<file path="src/rtl/uee_pkg.sv">
// shared constants and types for the evaluation endpoint application block
package uee_pkg;

    // =========================================================
    // clock and timing
    localparam int UEE_CLK_MHZ = 100;
    localparam int UEE_BLINK_HALF_MS = 50;
    localparam int UEE_BLINK_HALF_CYC = UEE_BLINK_HALF_MS * 1000 * UEE_CLK_MHZ;

    // =========================================================
    // packet sizes
    localparam int UEE_GEN_MAX_PKT = 16;
    localparam int UEE_MAIN_MAX_PKT = 64;
    localparam int UEE_MAIN_BUF_BYTES = 128;
    localparam int UEE_KEY_PKT_BYTES = 2;

    // =========================================================
    // field layouts and codes
    localparam int UEE_LED_W = 2;
    localparam int UEE_LED_LSB = 0;
    localparam logic [7:0] UEE_KEY_REPORT_ID = 8'h01;
    localparam logic [1:0] UEE_CODE_IDLE = 2'h0;
    localparam logic [1:0] UEE_CODE_LOOP = 2'h1;
    localparam logic [1:0] UEE_CODE_PRINT = 2'h2;
    localparam logic [1:0] UEE_CODE_SCAN = 2'h3;

    // =========================================================
    // reset values
    localparam logic [UEE_LED_W-1:0] UEE_LED_RST = 2'h0;
    localparam logic [7:0] UEE_SCAN_SEED = 8'h00;

    // =========================================================
    // types
    typedef enum logic [3:0] {
        UEE_IDLE = 4'b0001,
        UEE_LOOP = 4'b0010,
        UEE_PRINT = 4'b0100,
        UEE_SCAN = 4'b1000
    } uee_mode_t;

    typedef struct packed {
        logic [7:0] data;
        logic last;
    } uee_beat_t;

endpackage

</file>
<file path="src/rtl/uee_app.sv">
// endpoint application logic: key reports, LED pipe, test modes, link LED
//
// Summary of operation
// RQ1 - key press or release sends interrupt IN report
// RQ2 - generic OUT pipe accepts host bulk packets
// RQ3 - generic OUT packet first byte lights LEDs
// RQ4 - generic pipes carry at most 16 bytes
// RQ5 - main pipes 64-byte packets, 128-byte double buffer
// RQ6 - main pipes are bulk, carry three modes
// RQ7 - scan mode keeps supplying main IN data
// RQ8 - print mode keeps accepting main OUT data
// RQ9 - loop-back echoes main OUT packets on IN
// RQ10 - host command selects mode, no manual setting
// RQ11 - link LED steady after enumeration completes
// RQ12 - link LED blinks while data moves
// RQ13 - suspend indicator falls when leaving suspend
// RQ14 - wake circuit pulses on indicator falling edge
// RQ15 - echo exact and ordered, stall when full
`timescale 1ns/1ps

module uee_app #(
    parameter int BLINK_HALF_CYC = uee_pkg::UEE_BLINK_HALF_CYC
) (
    input wire logic sys_clk,
    input wire logic rst,
    input wire logic test_key,
    input wire logic configured,
    input wire logic bus_suspended,
    input wire logic mode_cmd_valid,
    input wire logic [1:0] mode_cmd,
    output uee_pkg::uee_mode_t test_mode,
    output logic ep1_in_valid,
    output uee_pkg::uee_beat_t ep1_in_beat,
    input wire logic ep1_in_ready,
    input wire logic ep1_out_valid,
    input wire uee_pkg::uee_beat_t ep1_out_beat,
    output logic ep1_out_ready,
    input wire logic ep2_out_valid,
    input wire uee_pkg::uee_beat_t ep2_out_beat,
    output logic ep2_out_ready,
    output logic ep2_in_valid,
    output uee_pkg::uee_beat_t ep2_in_beat,
    input wire logic ep2_in_ready,
    output logic [uee_pkg::UEE_LED_W-1:0] led_pipe,
    output logic link_status_led,
    output logic suspend_indicator
);

    localparam logic [6:0] MAIN_MAX = 7'(uee_pkg::UEE_MAIN_MAX_PKT);
    localparam logic [4:0] GEN_MAX = 5'(uee_pkg::UEE_GEN_MAX_PKT);
    localparam logic [5:0] SCAN_LAST = 6'(uee_pkg::UEE_MAIN_MAX_PKT - 1);
    localparam logic [31:0] BLINK_LOAD = 32'(BLINK_HALF_CYC - 1);

    function automatic uee_pkg::uee_mode_t decode_mode(input logic [1:0] c);
        case (c)
            uee_pkg::UEE_CODE_LOOP: decode_mode = uee_pkg::UEE_LOOP;
            uee_pkg::UEE_CODE_PRINT: decode_mode = uee_pkg::UEE_PRINT;
            uee_pkg::UEE_CODE_SCAN: decode_mode = uee_pkg::UEE_SCAN;
            default: decode_mode = uee_pkg::UEE_IDLE;
        endcase
    endfunction

    // =========================================================
    // mode selection
    uee_pkg::uee_mode_t mode_r;
    logic mode_chg;

    // any accepted command restarts main pipe state, even the same mode
    assign mode_chg = mode_cmd_valid;

    always_ff @(posedge sys_clk) begin
        if (rst) begin
            mode_r <= uee_pkg::UEE_IDLE;
        end else if (mode_cmd_valid) begin
            mode_r <= decode_mode(mode_cmd); // see RQ10
        end
    end

    assign test_mode = mode_r;

    // =========================================================
    // key report on interrupt IN pipe
    logic key_prev_r;
    logic key_pend_r;
    logic key_snap_r;
    logic ep1_in_valid_r;
    uee_pkg::uee_beat_t ep1_in_beat_r;
    logic key_change;
    logic key_start;

    assign key_change = test_key != key_prev_r;
    assign key_start = !ep1_in_valid_r && key_pend_r;

    always_ff @(posedge sys_clk) begin
        if (rst) begin
            key_prev_r <= 1'b0;
        end else begin
            key_prev_r <= test_key;
        end
    end

    // a change in the start cycle keeps the request pending
    always_ff @(posedge sys_clk) begin
        if (rst) begin
            key_pend_r <= 1'b0;
        end else if (key_change) begin
            key_pend_r <= 1'b1; // see RQ1
        end else if (key_start) begin
            key_pend_r <= 1'b0;
        end
    end

    // report: id byte then key state byte
    always_ff @(posedge sys_clk) begin
        if (rst) begin
            ep1_in_valid_r <= 1'b0;
            ep1_in_beat_r <= '0;
            key_snap_r <= 1'b0;
        end else if (key_start) begin
            ep1_in_valid_r <= 1'b1; // see RQ1
            ep1_in_beat_r.data <= uee_pkg::UEE_KEY_REPORT_ID;
            ep1_in_beat_r.last <= 1'b0;
            key_snap_r <= key_prev_r;
        end else if (ep1_in_valid_r && ep1_in_ready) begin
            if (ep1_in_beat_r.last) begin
                ep1_in_valid_r <= 1'b0;
            end else begin
                ep1_in_beat_r.data <= {7'h00, key_snap_r};
                ep1_in_beat_r.last <= 1'b1;
            end
        end
    end

    assign ep1_in_valid = ep1_in_valid_r;
    assign ep1_in_beat = ep1_in_beat_r;

    // =========================================================
    // LED control on generic OUT pipe
    logic [4:0] gen_cnt_r;
    logic [uee_pkg::UEE_LED_W-1:0] led_r;
    logic ep1_out_fire;

    assign ep1_out_ready = 1'b1; // see RQ2
    assign ep1_out_fire = ep1_out_valid && ep1_out_ready;

    // bytes past the packet limit are taken and dropped, never stall
    always_ff @(posedge sys_clk) begin
        if (rst) begin
            gen_cnt_r <= 5'h00;
        end else if (ep1_out_fire) begin
            if (ep1_out_beat.last) begin
                gen_cnt_r <= 5'h00;
            end else if (gen_cnt_r != GEN_MAX) begin
                gen_cnt_r <= gen_cnt_r + 5'h01; // see RQ4
            end
        end
    end

    always_ff @(posedge sys_clk) begin
        if (rst) begin
            led_r <= uee_pkg::UEE_LED_RST;
        end else if (ep1_out_fire && gen_cnt_r == 5'h00) begin
            led_r <= ep1_out_beat.data[uee_pkg::UEE_LED_LSB +:
                                       uee_pkg::UEE_LED_W]; // see RQ3
        end
    end

    assign led_pipe = led_r;

    // =========================================================
    // main pipes: loop-back buffer of two packet slots
    logic [7:0] mem [0:uee_pkg::UEE_MAIN_BUF_BYTES-1];
    logic [1:0] slot_full_r;
    logic [6:0] slot_len_r [0:1];
    logic wr_slot_r;
    logic rd_slot_r;
    logic [6:0] wr_cnt_r;
    logic [5:0] rd_cnt_r;
    logic ep2_out_fire;
    logic in_load;
    logic loop_take;
    logic loop_done;
    logic [6:0] wr_len;

    always_comb begin
        case (mode_r)
            uee_pkg::UEE_LOOP: ep2_out_ready = !slot_full_r[wr_slot_r];
            uee_pkg::UEE_PRINT: ep2_out_ready = 1'b1; // see RQ8
            default: ep2_out_ready = 1'b0;
        endcase
    end

    assign ep2_out_fire = ep2_out_valid && ep2_out_ready;
    assign wr_len = (wr_cnt_r == MAIN_MAX) ? MAIN_MAX : wr_cnt_r + 7'h01;
    assign in_load = !ep2_in_valid || ep2_in_ready;
    assign loop_take = mode_r == uee_pkg::UEE_LOOP && !mode_chg &&
                       in_load && slot_full_r[rd_slot_r];
    assign loop_done = loop_take &&
                       {1'b0, rd_cnt_r} + 7'h01 == slot_len_r[rd_slot_r];

    // print mode data is sunk here with no storage
    always_ff @(posedge sys_clk) begin
        if (ep2_out_fire && mode_r == uee_pkg::UEE_LOOP &&
            wr_cnt_r != MAIN_MAX) begin
            mem[{wr_slot_r, wr_cnt_r[5:0]}] <= ep2_out_beat.data; // see RQ9
        end
    end

    always_ff @(posedge sys_clk) begin
        if (rst || mode_chg) begin
            wr_cnt_r <= 7'h00;
            wr_slot_r <= 1'b0;
            slot_len_r[0] <= 7'h00;
            slot_len_r[1] <= 7'h00;
        end else if (ep2_out_fire && mode_r == uee_pkg::UEE_LOOP) begin
            if (ep2_out_beat.last) begin
                slot_len_r[wr_slot_r] <= wr_len; // see RQ15
                wr_slot_r <= !wr_slot_r;
                wr_cnt_r <= 7'h00;
            end else if (wr_cnt_r != MAIN_MAX) begin
                wr_cnt_r <= wr_cnt_r + 7'h01; // see RQ5
            end
        end
    end

    // fill and drain always touch different slots
    always_ff @(posedge sys_clk) begin
        if (rst || mode_chg) begin
            slot_full_r <= 2'h0;
        end else begin
            for (int i = 0; i < 2; i++) begin
                if (ep2_out_fire && ep2_out_beat.last &&
                    mode_r == uee_pkg::UEE_LOOP && wr_slot_r == i[0]) begin
                    slot_full_r[i] <= 1'b1;
                end else if (loop_done && rd_slot_r == i[0]) begin
                    slot_full_r[i] <= 1'b0;
                end
            end
        end
    end

    always_ff @(posedge sys_clk) begin
        if (rst || mode_chg) begin
            rd_cnt_r <= 6'h00;
            rd_slot_r <= 1'b0;
        end else if (loop_done) begin
            rd_cnt_r <= 6'h00;
            rd_slot_r <= !rd_slot_r; // see RQ15
        end else if (loop_take) begin
            rd_cnt_r <= rd_cnt_r + 6'h01;
        end
    end

    // =========================================================
    // main IN register: echo or scan pattern
    logic ep2_in_valid_r;
    uee_pkg::uee_beat_t ep2_in_beat_r;
    logic [5:0] scan_cnt_r;
    logic scan_take;

    assign scan_take = mode_r == uee_pkg::UEE_SCAN && !mode_chg && in_load;

    always_ff @(posedge sys_clk) begin
        if (rst || mode_chg) begin
            scan_cnt_r <= 6'h00;
        end else if (scan_take) begin
            scan_cnt_r <= (scan_cnt_r == SCAN_LAST) ? 6'h00 :
                          scan_cnt_r + 6'h01;
        end
    end

    // a mode command drops any half-sent IN packet
    always_ff @(posedge sys_clk) begin
        if (rst || mode_chg) begin
            ep2_in_valid_r <= 1'b0;
            ep2_in_beat_r <= '0;
        end else if (loop_take) begin
            ep2_in_valid_r <= 1'b1; // see RQ9
            ep2_in_beat_r.data <= mem[{rd_slot_r, rd_cnt_r}];
            ep2_in_beat_r.last <= loop_done;
        end else if (scan_take) begin
            ep2_in_valid_r <= 1'b1; // see RQ7
            ep2_in_beat_r.data <= uee_pkg::UEE_SCAN_SEED + {2'h0, scan_cnt_r};
            ep2_in_beat_r.last <= scan_cnt_r == SCAN_LAST;
        end else if (ep2_in_ready) begin
            ep2_in_valid_r <= 1'b0; // see RQ6
        end
    end

    assign ep2_in_valid = ep2_in_valid_r;
    assign ep2_in_beat = ep2_in_beat_r;

    // =========================================================
    // link LED and suspend indicator
    logic [31:0] act_cnt_r;
    logic [31:0] blink_cnt_r;
    logic blink_ph_r;
    logic link_r;
    logic susp_r;
    logic activity;

    assign activity = (ep1_in_valid_r && ep1_in_ready) || ep1_out_fire ||
                      ep2_out_fire || (ep2_in_valid_r && ep2_in_ready);

    always_ff @(posedge sys_clk) begin
        if (rst) begin
            act_cnt_r <= 32'h0;
        end else if (activity) begin
            act_cnt_r <= BLINK_LOAD + BLINK_LOAD + 32'h1;
        end else if (act_cnt_r != 32'h0) begin
            act_cnt_r <= act_cnt_r - 32'h1;
        end
    end

    always_ff @(posedge sys_clk) begin
        if (rst) begin
            blink_cnt_r <= 32'h0;
            blink_ph_r <= 1'b0;
        end else if (blink_cnt_r == BLINK_LOAD) begin
            blink_cnt_r <= 32'h0;
            blink_ph_r <= !blink_ph_r; // see RQ12
        end else begin
            blink_cnt_r <= blink_cnt_r + 32'h1;
        end
    end

    always_ff @(posedge sys_clk) begin
        if (rst) begin
            link_r <= 1'b0;
        end else begin
            link_r <= configured &&
                      (act_cnt_r == 32'h0 || blink_ph_r); // see RQ11
        end
    end

    // external wake pulse keys off the falling edge of this output
    always_ff @(posedge sys_clk) begin
        if (rst) begin
            susp_r <= 1'b0;
        end else begin
            susp_r <= bus_suspended; // see RQ13
        end
    end

    assign link_status_led = link_r;
    assign suspend_indicator = susp_r;
endmodule

</file>
<file path="config.mk">
export PLATFORM = sky130hd
export DESIGN_NAME = uee_app
export DESIGN_NICKNAME = d
export VERILOG_FILES = /design/src/rtl/uee_pkg.sv /design/src/rtl/uee_app.sv
export SDC_FILE = /design/constraint.sdc
export NUM_CORES = 1
export LEC_CHECK = 0
export BUFFER_PORTS_ARGS = -buffer_cell sky130_fd_sc_hd__buf_2
export CAP_MARGIN = 30
export CORE_MARGIN = 2
export CORE_UTILIZATION = 30
export CTS_CLUSTER_SIZE = 16
export DETAILED_ROUTE_END_ITERATION = 8
export HOLD_SLACK_MARGIN = 0.1
export PLACE_DENSITY = 0.57
export SYNTH_ARGS = -nofsm -noshare
export SYNTH_HDL_FRONTEND = slang
export SYNTH_SLANG_ARGS = --single-unit
</file>
<file path="constraint.sdc">
create_clock -name sys_clk -period 2.7 [get_ports sys_clk]
set_clock_uncertainty 0.15 [all_clocks]
set_input_delay 0.135 -clock sys_clk [delete_from_list [all_inputs] [get_ports sys_clk]]
set_output_delay 0.135 -clock sys_clk [all_outputs]
set_load 0.01 [all_outputs]
</file>
======== After elaboration in Yosys (flattened, before gate mapping) ========
Memories as Yosys holds them, arrays and structs flattened. A register that Yosys moved wholly into a read port is not among the register bits.
Index checks and enable logic that the tools add are counted.
storage, ports and cells
  register bits ........................... 117
  memory bits (writable) .................. 1,038
  memories ................................ 2
  input bits .............................. 30
  output and inout port bits .............. 30
  word-level logic and storage cells ...... 152
memories
  name        words  bits a word  rd ports  clocked after memory_dff  wr ports  line            source
  mem         128    8            1         0                         1         uee_app.sv:172  logic [7:0] mem [0:uee_pkg::UEE_MAIN_BUF_BYTES-1];
  slot_len_r  2      7            1         1                         2         uee_app.sv:174  logic [6:0] slot_len_r [0:1];
cells by class
  bitwise gates (word level) .............. 2
  multiplexer cells ....................... 44
  eq/ne operators ......................... 14
  add/subtract/negate cells ............... 7
  magnitude comparators ................... 2
  reductions and logical operators ........ 56
operator list
  kind                                                   number
  two-way mux 24 bit                                     2
  adder 32 x 1 -> 32 bit, second input constant          1
  equality test 32 x 23 -> 1 bit, second input constant  1
  logical NOT 32 bit                                     1
  nonzero test 32 bit                                    1
  subtractor 32 x 1 -> 32 bit, second input constant     1
  two-way mux 1 bit                                      28
  two-way mux 7 bit                                      4
  logical AND 1 bit                                      20
  two-way mux 9 bit                                      2
  nonzero test 2 bit                                     9
  adder 6 x 1 -> 6 bit, second input constant            2
  one-hot mux 4 bit (3 select lines)                     1
  two-way mux 5 bit                                      2
  AND reduction 2 bit                                    5
  OR reduction 2 bit                                     4
  adder 6 x 1 -> 7 bit, second input constant            1
  adder 7 x 1 -> 7 bit, second input constant            1
  equality test 7 bit                                    1
  equality test 7 bit, second input constant             1
  logical NOT 1 bit                                      7
  inequality test 7 bit, second input constant           1
  OR reduction 7 bit                                     1
  equality test 6 bit, second input constant             1
  17 further kinds                                       27

======== Depth between registers and ports, before layout ========
  word-level depth ........................ 11
  mapped depth ............................ 11

======== Least setup slack after synthesis ========
OpenSTA, ideal clock, no wires.
  path type ............................... reg-to-reg
  from .................................... reg wr_cnt_r[0]
  to ...................................... mem mem[54][0], enable pin
  cell stages (with the launch flop) ...... 10
  arrival ................................. 2,252 ps
  required time ........................... 2,180 ps
  library setup time ...................... 370 ps
  buffers on the path ..................... 3
  clock period less this slack ............ 2,773 ps
  path slack .............................. -73 ps
  cells stage by stage .................... dfxtp_1 > clkbuf_1 > inv_1 > ha_1 > and4_1 > buf_2 > nor3_1 > nand3_1 > buf_2 > nor2_1
on the way
  cells in the longest elaborated chain, start to end .. 4
ends and longest elaborated chain
  what                                     line            source
  start, declared                          uee_app.sv:177  logic [6:0] wr_cnt_r;
  start signal, assigned                   uee_app.sv:221  wr_cnt_r <= wr_cnt_r + 7'h01;
  inequality test 7 bit                    uee_app.sv:204  wr_cnt_r != MAIN_MAX) begin
  logical AND 1 bit                        uee_app.sv:203  if (ep2_out_fire && mode_r == uee_pkg::UEE_LOOP &&
  two-way mux 1 bit                        uee_app.sv:203
  two-way mux 1 bit (not written as such)  uee_app.sv:205  mem[{wr_slot_r, wr_cnt_r[5:0]}] <= ep2_out_beat.data;
  end, declared                            uee_app.sv:172
Several ways; a longest one is shown, not always the timed one.

======== Worst setup path in the final report ========
  from .................................... reg rd_cnt_r[0]
  to ...................................... reg ep2_in_beat_r (netlist bit ep2_in_beat[3])
on the way
  cells in the longest elaborated chain, start to end .. 2
ends and longest elaborated chain
  what                    line            source
  start, declared         uee_app.sv:178  logic [5:0] rd_cnt_r;
  start signal, assigned  uee_app.sv:250  rd_cnt_r <= rd_cnt_r + 6'h01;
  memory (128 x 8 bit)    n/a
  two-way mux 9 bit       uee_app.sv:277  end else if (loop_take) begin
  end, declared           uee_app.sv:257  uee_pkg::uee_beat_t ep2_in_beat_r;
No other way between the ends.
A chain may end at the register's enable or synchronous reset.

==> results by group <==
Status
  – Failing checks: negative setup slack
  – Status: finished with violations

Timing
  – Final Slew Violations: 0
  – Final number of setup-violating endpoints: 5
  – Worst slew pin tran: 783 ps
  – Min setup slack post-route: -49.4 ps
  – Fmax achieved: 364 MHz
  – Hold Vio Cnt, Final: 0
  – RSZ-0062 raised after global routing: yes
  – Rel. slew slack: 47.8%
  – Crit path time final: 2750 ps
  – Fin crit share: 102%

Power and ir drop
  – Total power: 0.0369 W
  – Pleak: 18.0 nW
  – Maximum vdd drop: 0.559 mV
  – Power Dens Cells: 652 mW/mm^2

CTS
  – Reg clk slew, reported paths: 60 ps
  – Max H-tree Level: 3
  – Clock Sinks: 1,156
  – Clock root cell: clkbuf_16
  – CTS tree: yes
  – CTS Buffer Depth: 3
  – Num CTS Buffers: 120
  – Worst-skew pair later-pin latency: 720 ps

Drt
  – Wirelength per Cell: 22.6 microns
  – Drt initial violations: 2,241
  – DR vias/cell: 4.88
  – ANT nets after route: 0
  – DRT Pass-1 Iters: 5
  – DRC: 0
  – WL final: 116,000 microns
  – Vias: 25,100

Floorplanning
  – Num rows: 143
  – Core area: 0.152 sq mm
  – Starting density of the core: 30.2%
  – Width of the chip: 395 microns
  – I/O pins: 60
  – Die area: 0.156 sq mm
  – Die span in y: 395 microns

Finish
  – Commonest non-fill, non-tap cells in the layout: 1,038 x edfxtp_1, 331 x buf_4, 253 x nor2_1
  – # fillers: 14,000
  – Commonest non-fill, non-tap cell in the layout: edfxtp_1
  – Nets: 3,037
  – Fin util: 37.3%
  – Post-Layout Cell Count: 5,135
  – Post-Layout Inst Area: 0.0566 sq mm
  – P&R area growth vs syn: 23.7%
  – Fraction of layout instances using a drive strength above 1: 31.6%

Yosys
  – Cell count after synthesis: 2,523
  – Yosys warns: 0
  – Number of synthesized flops with an enable pin: 1,038
  – Synthesized flop and latch total: 1,156
  – Post-synth top flop: edfxtp_1
  – Mapped Avg Cell Area: 18.1 sq um
  – Mapped cell area: 0.0458 sq mm
  – Ys async rst share: 0%
  – Register area share after synthesis: 73.3%
  – Post-synthesis cell type count: 68

GRT
  – GRT overflow: 0
  – Initial antenna violation count: 3
  – Total GRT Usage: 14.6%
  – First-pass GRT wire length: 171,000 microns
  – Vias in the first global route: 25,200
  – Largest net degree at the start of global routing: 93

Worst setup path
  – Crit path arrival time: 3210 ps
  – Worst-path fanout max: 9
  – CP endpoint kind: register
  – Kind of critical path: reg2reg
  – R2R setup slack: -50 ps
  – Required time worst endpoint: 3160 ps
  – CP Launch Type: register

Placed design
  – Routability cong.: 0.827
  – Number of port buffers: 45
  – Placed insts: 4,818
  – Detailed Place HPWL: 74,900 microns
  – Area post-placement: 0.0510 sq mm

Job
  – Max-cap violations: 0

Worst hold path
  – HP Class: in2reg
-- Yosys cell counts (9+ instances only) --
| cell type | number | area [sq um] |
|---|---|---|
| ha_1 | 11 | 138 |
| buf_1 | 9 | 33.8 |
| mux2i_1 | 28 | 280 |
| xor2_1 | 51 | 447 |
| nor2_1 | 256 | 961 |
| a221oi_1 | 19 | 166 |
| a22o_1 | 25 | 219 |
| or3_1 | 9 | 56.3 |
| o21ai_0 | 22 | 110 |
| nor3_1 | 37 | 185 |
| nand2_1 | 101 | 379 |
| nor4_1 | 16 | 100 |
| a22oi_1 | 45 | 338 |
| and3_1 | 14 | 87.6 |
| clkbuf_1 | 52 | 195 |
| inv_1 | 15 | 56.3 |
| buf_2 | 38 | 190 |
| nand3_1 | 42 | 210 |
| mux4_2 | 252 | 5680 |
| nand3b_1 | 10 | 75.1 |
| or4_1 | 9 | 67.6 |
| buf_6 | 14 | 158 |
| dfxtp_1 | 118 | 2360 |
| nand4_1 | 25 | 156 |
| o21ai_1 | 9 | 45.0 |
| nor2b_1 | 16 | 100 |
| a21oi_1 | 73 | 365 |
| nand2b_1 | 13 | 81.3 |
| o22ai_1 | 12 | 75.1 |
| xnor2_1 | 33 | 289 |
| edfxtp_1 | 1038 | 31200 |
| buf_4 | 21 | 158 |
-- routing by layer --
layer	track usage (%)	routed length (microns)
met1	20.5	50800
met2	23.7	55400
met3	2.25	6970
met4	3.83	2810
met5	0	0
-- final timing paths --
kind / depth (start not counted) / start / endpoint
worst max register to register: 9 / rd_cnt_r[0] / ep2_in_beat[3]
worst min-delay path: 7 / ep2_out_valid / wr_cnt_r[5]
worst max-delay path: 9 / rd_cnt_r[0] / ep2_in_beat[3]
worst min register to register: 2 / key_pend_r / key_pend_r
-- critical path, cell delays in order (launching register included) --
cell,delay (ps)
dfxtp_4,370
buf_12,140
buf_12,170
buf_16,150
buf_12,120
mux4_2,540
a22oi_2,280
a21oi_2,150
nor4_4,410
a21oi_1,110
-- final cells by class --
type	count	area, sq um	area share, %
clock buffers	157	3210	5.67
clock inverters	72	822	1.45
flip-flops and latches	1156	33500	59.2
inverters	15	56.3	0.0994
well taps	2030	2540	4.48
diodes	2	5.00	0.00884
multi-input cells	1219	12000	21.1
repair buffers	484	4500	7.94
-- power breakdown --
group | switching [W] | internal [W] | leakage, nW | total (W)
Clock | 0.00690 | 0.00983 | 1.95 | 0.0167
Combinational | 0.000455 | 0.000197 | 5.76 | 0.000652
Sequential | 0.0000419 | 0.0195 | 10.3 | 0.0196
-- stage by stage --
step	TNS [ps]	setup slack, ps	hold WS (ps)
after floorplan	-21210	-72.9	83.9
after global placement	-3080	-558	200
after detailed placement	-2790	-520	207
after CTS	-121	-29.2	116
after global routing	-472	-74.8	100
final	-124	-49.4	86.5
-- flip-flops by register name (all words and copies together) (netlist names), 2 cells and up, named ones only --
register and flops:
gen_cnt_r 5, rd_cnt_r 6, ep2_in_beat 9, led_pipe 2
blink_cnt_r 32, ep1_in_beat 2, test_mode 4, act_cnt_r 32
wr_cnt_r 7, slot_full_r 2, slot_len_r 14, scan_cnt_r 6
mem 1024
-- cells by family after synthesis --
group | Yosys count | synth area share [%]
DFF | 1156 | 73.3
and+or+nand+nor | 592 | 6.24
muxes | 286 | 13.2
AOI/OAI and AO/OA | 238 | 3.54
buffers and inverters | 154 | 1.89
xor gates and xnor gates | 84 | 1.61
adders and majority gates | 11 | 0.301
other | 2 | 0.0164
-- what timing repair did --
| item | CTS | global route |
|---|---|---|
| cloned | 6 | 4 |
| setup endpoints to repair | 14 | 503 |
| hold endpoints to repair | 1006 | 0 |
| buffers inserted | 14 | 20 |
| hold buffers | 46 | 0 |
| gates resized for setup | 72 | 55 |
| pin swaps | 20 | 29 |
(Power assumes the default switching activity.)
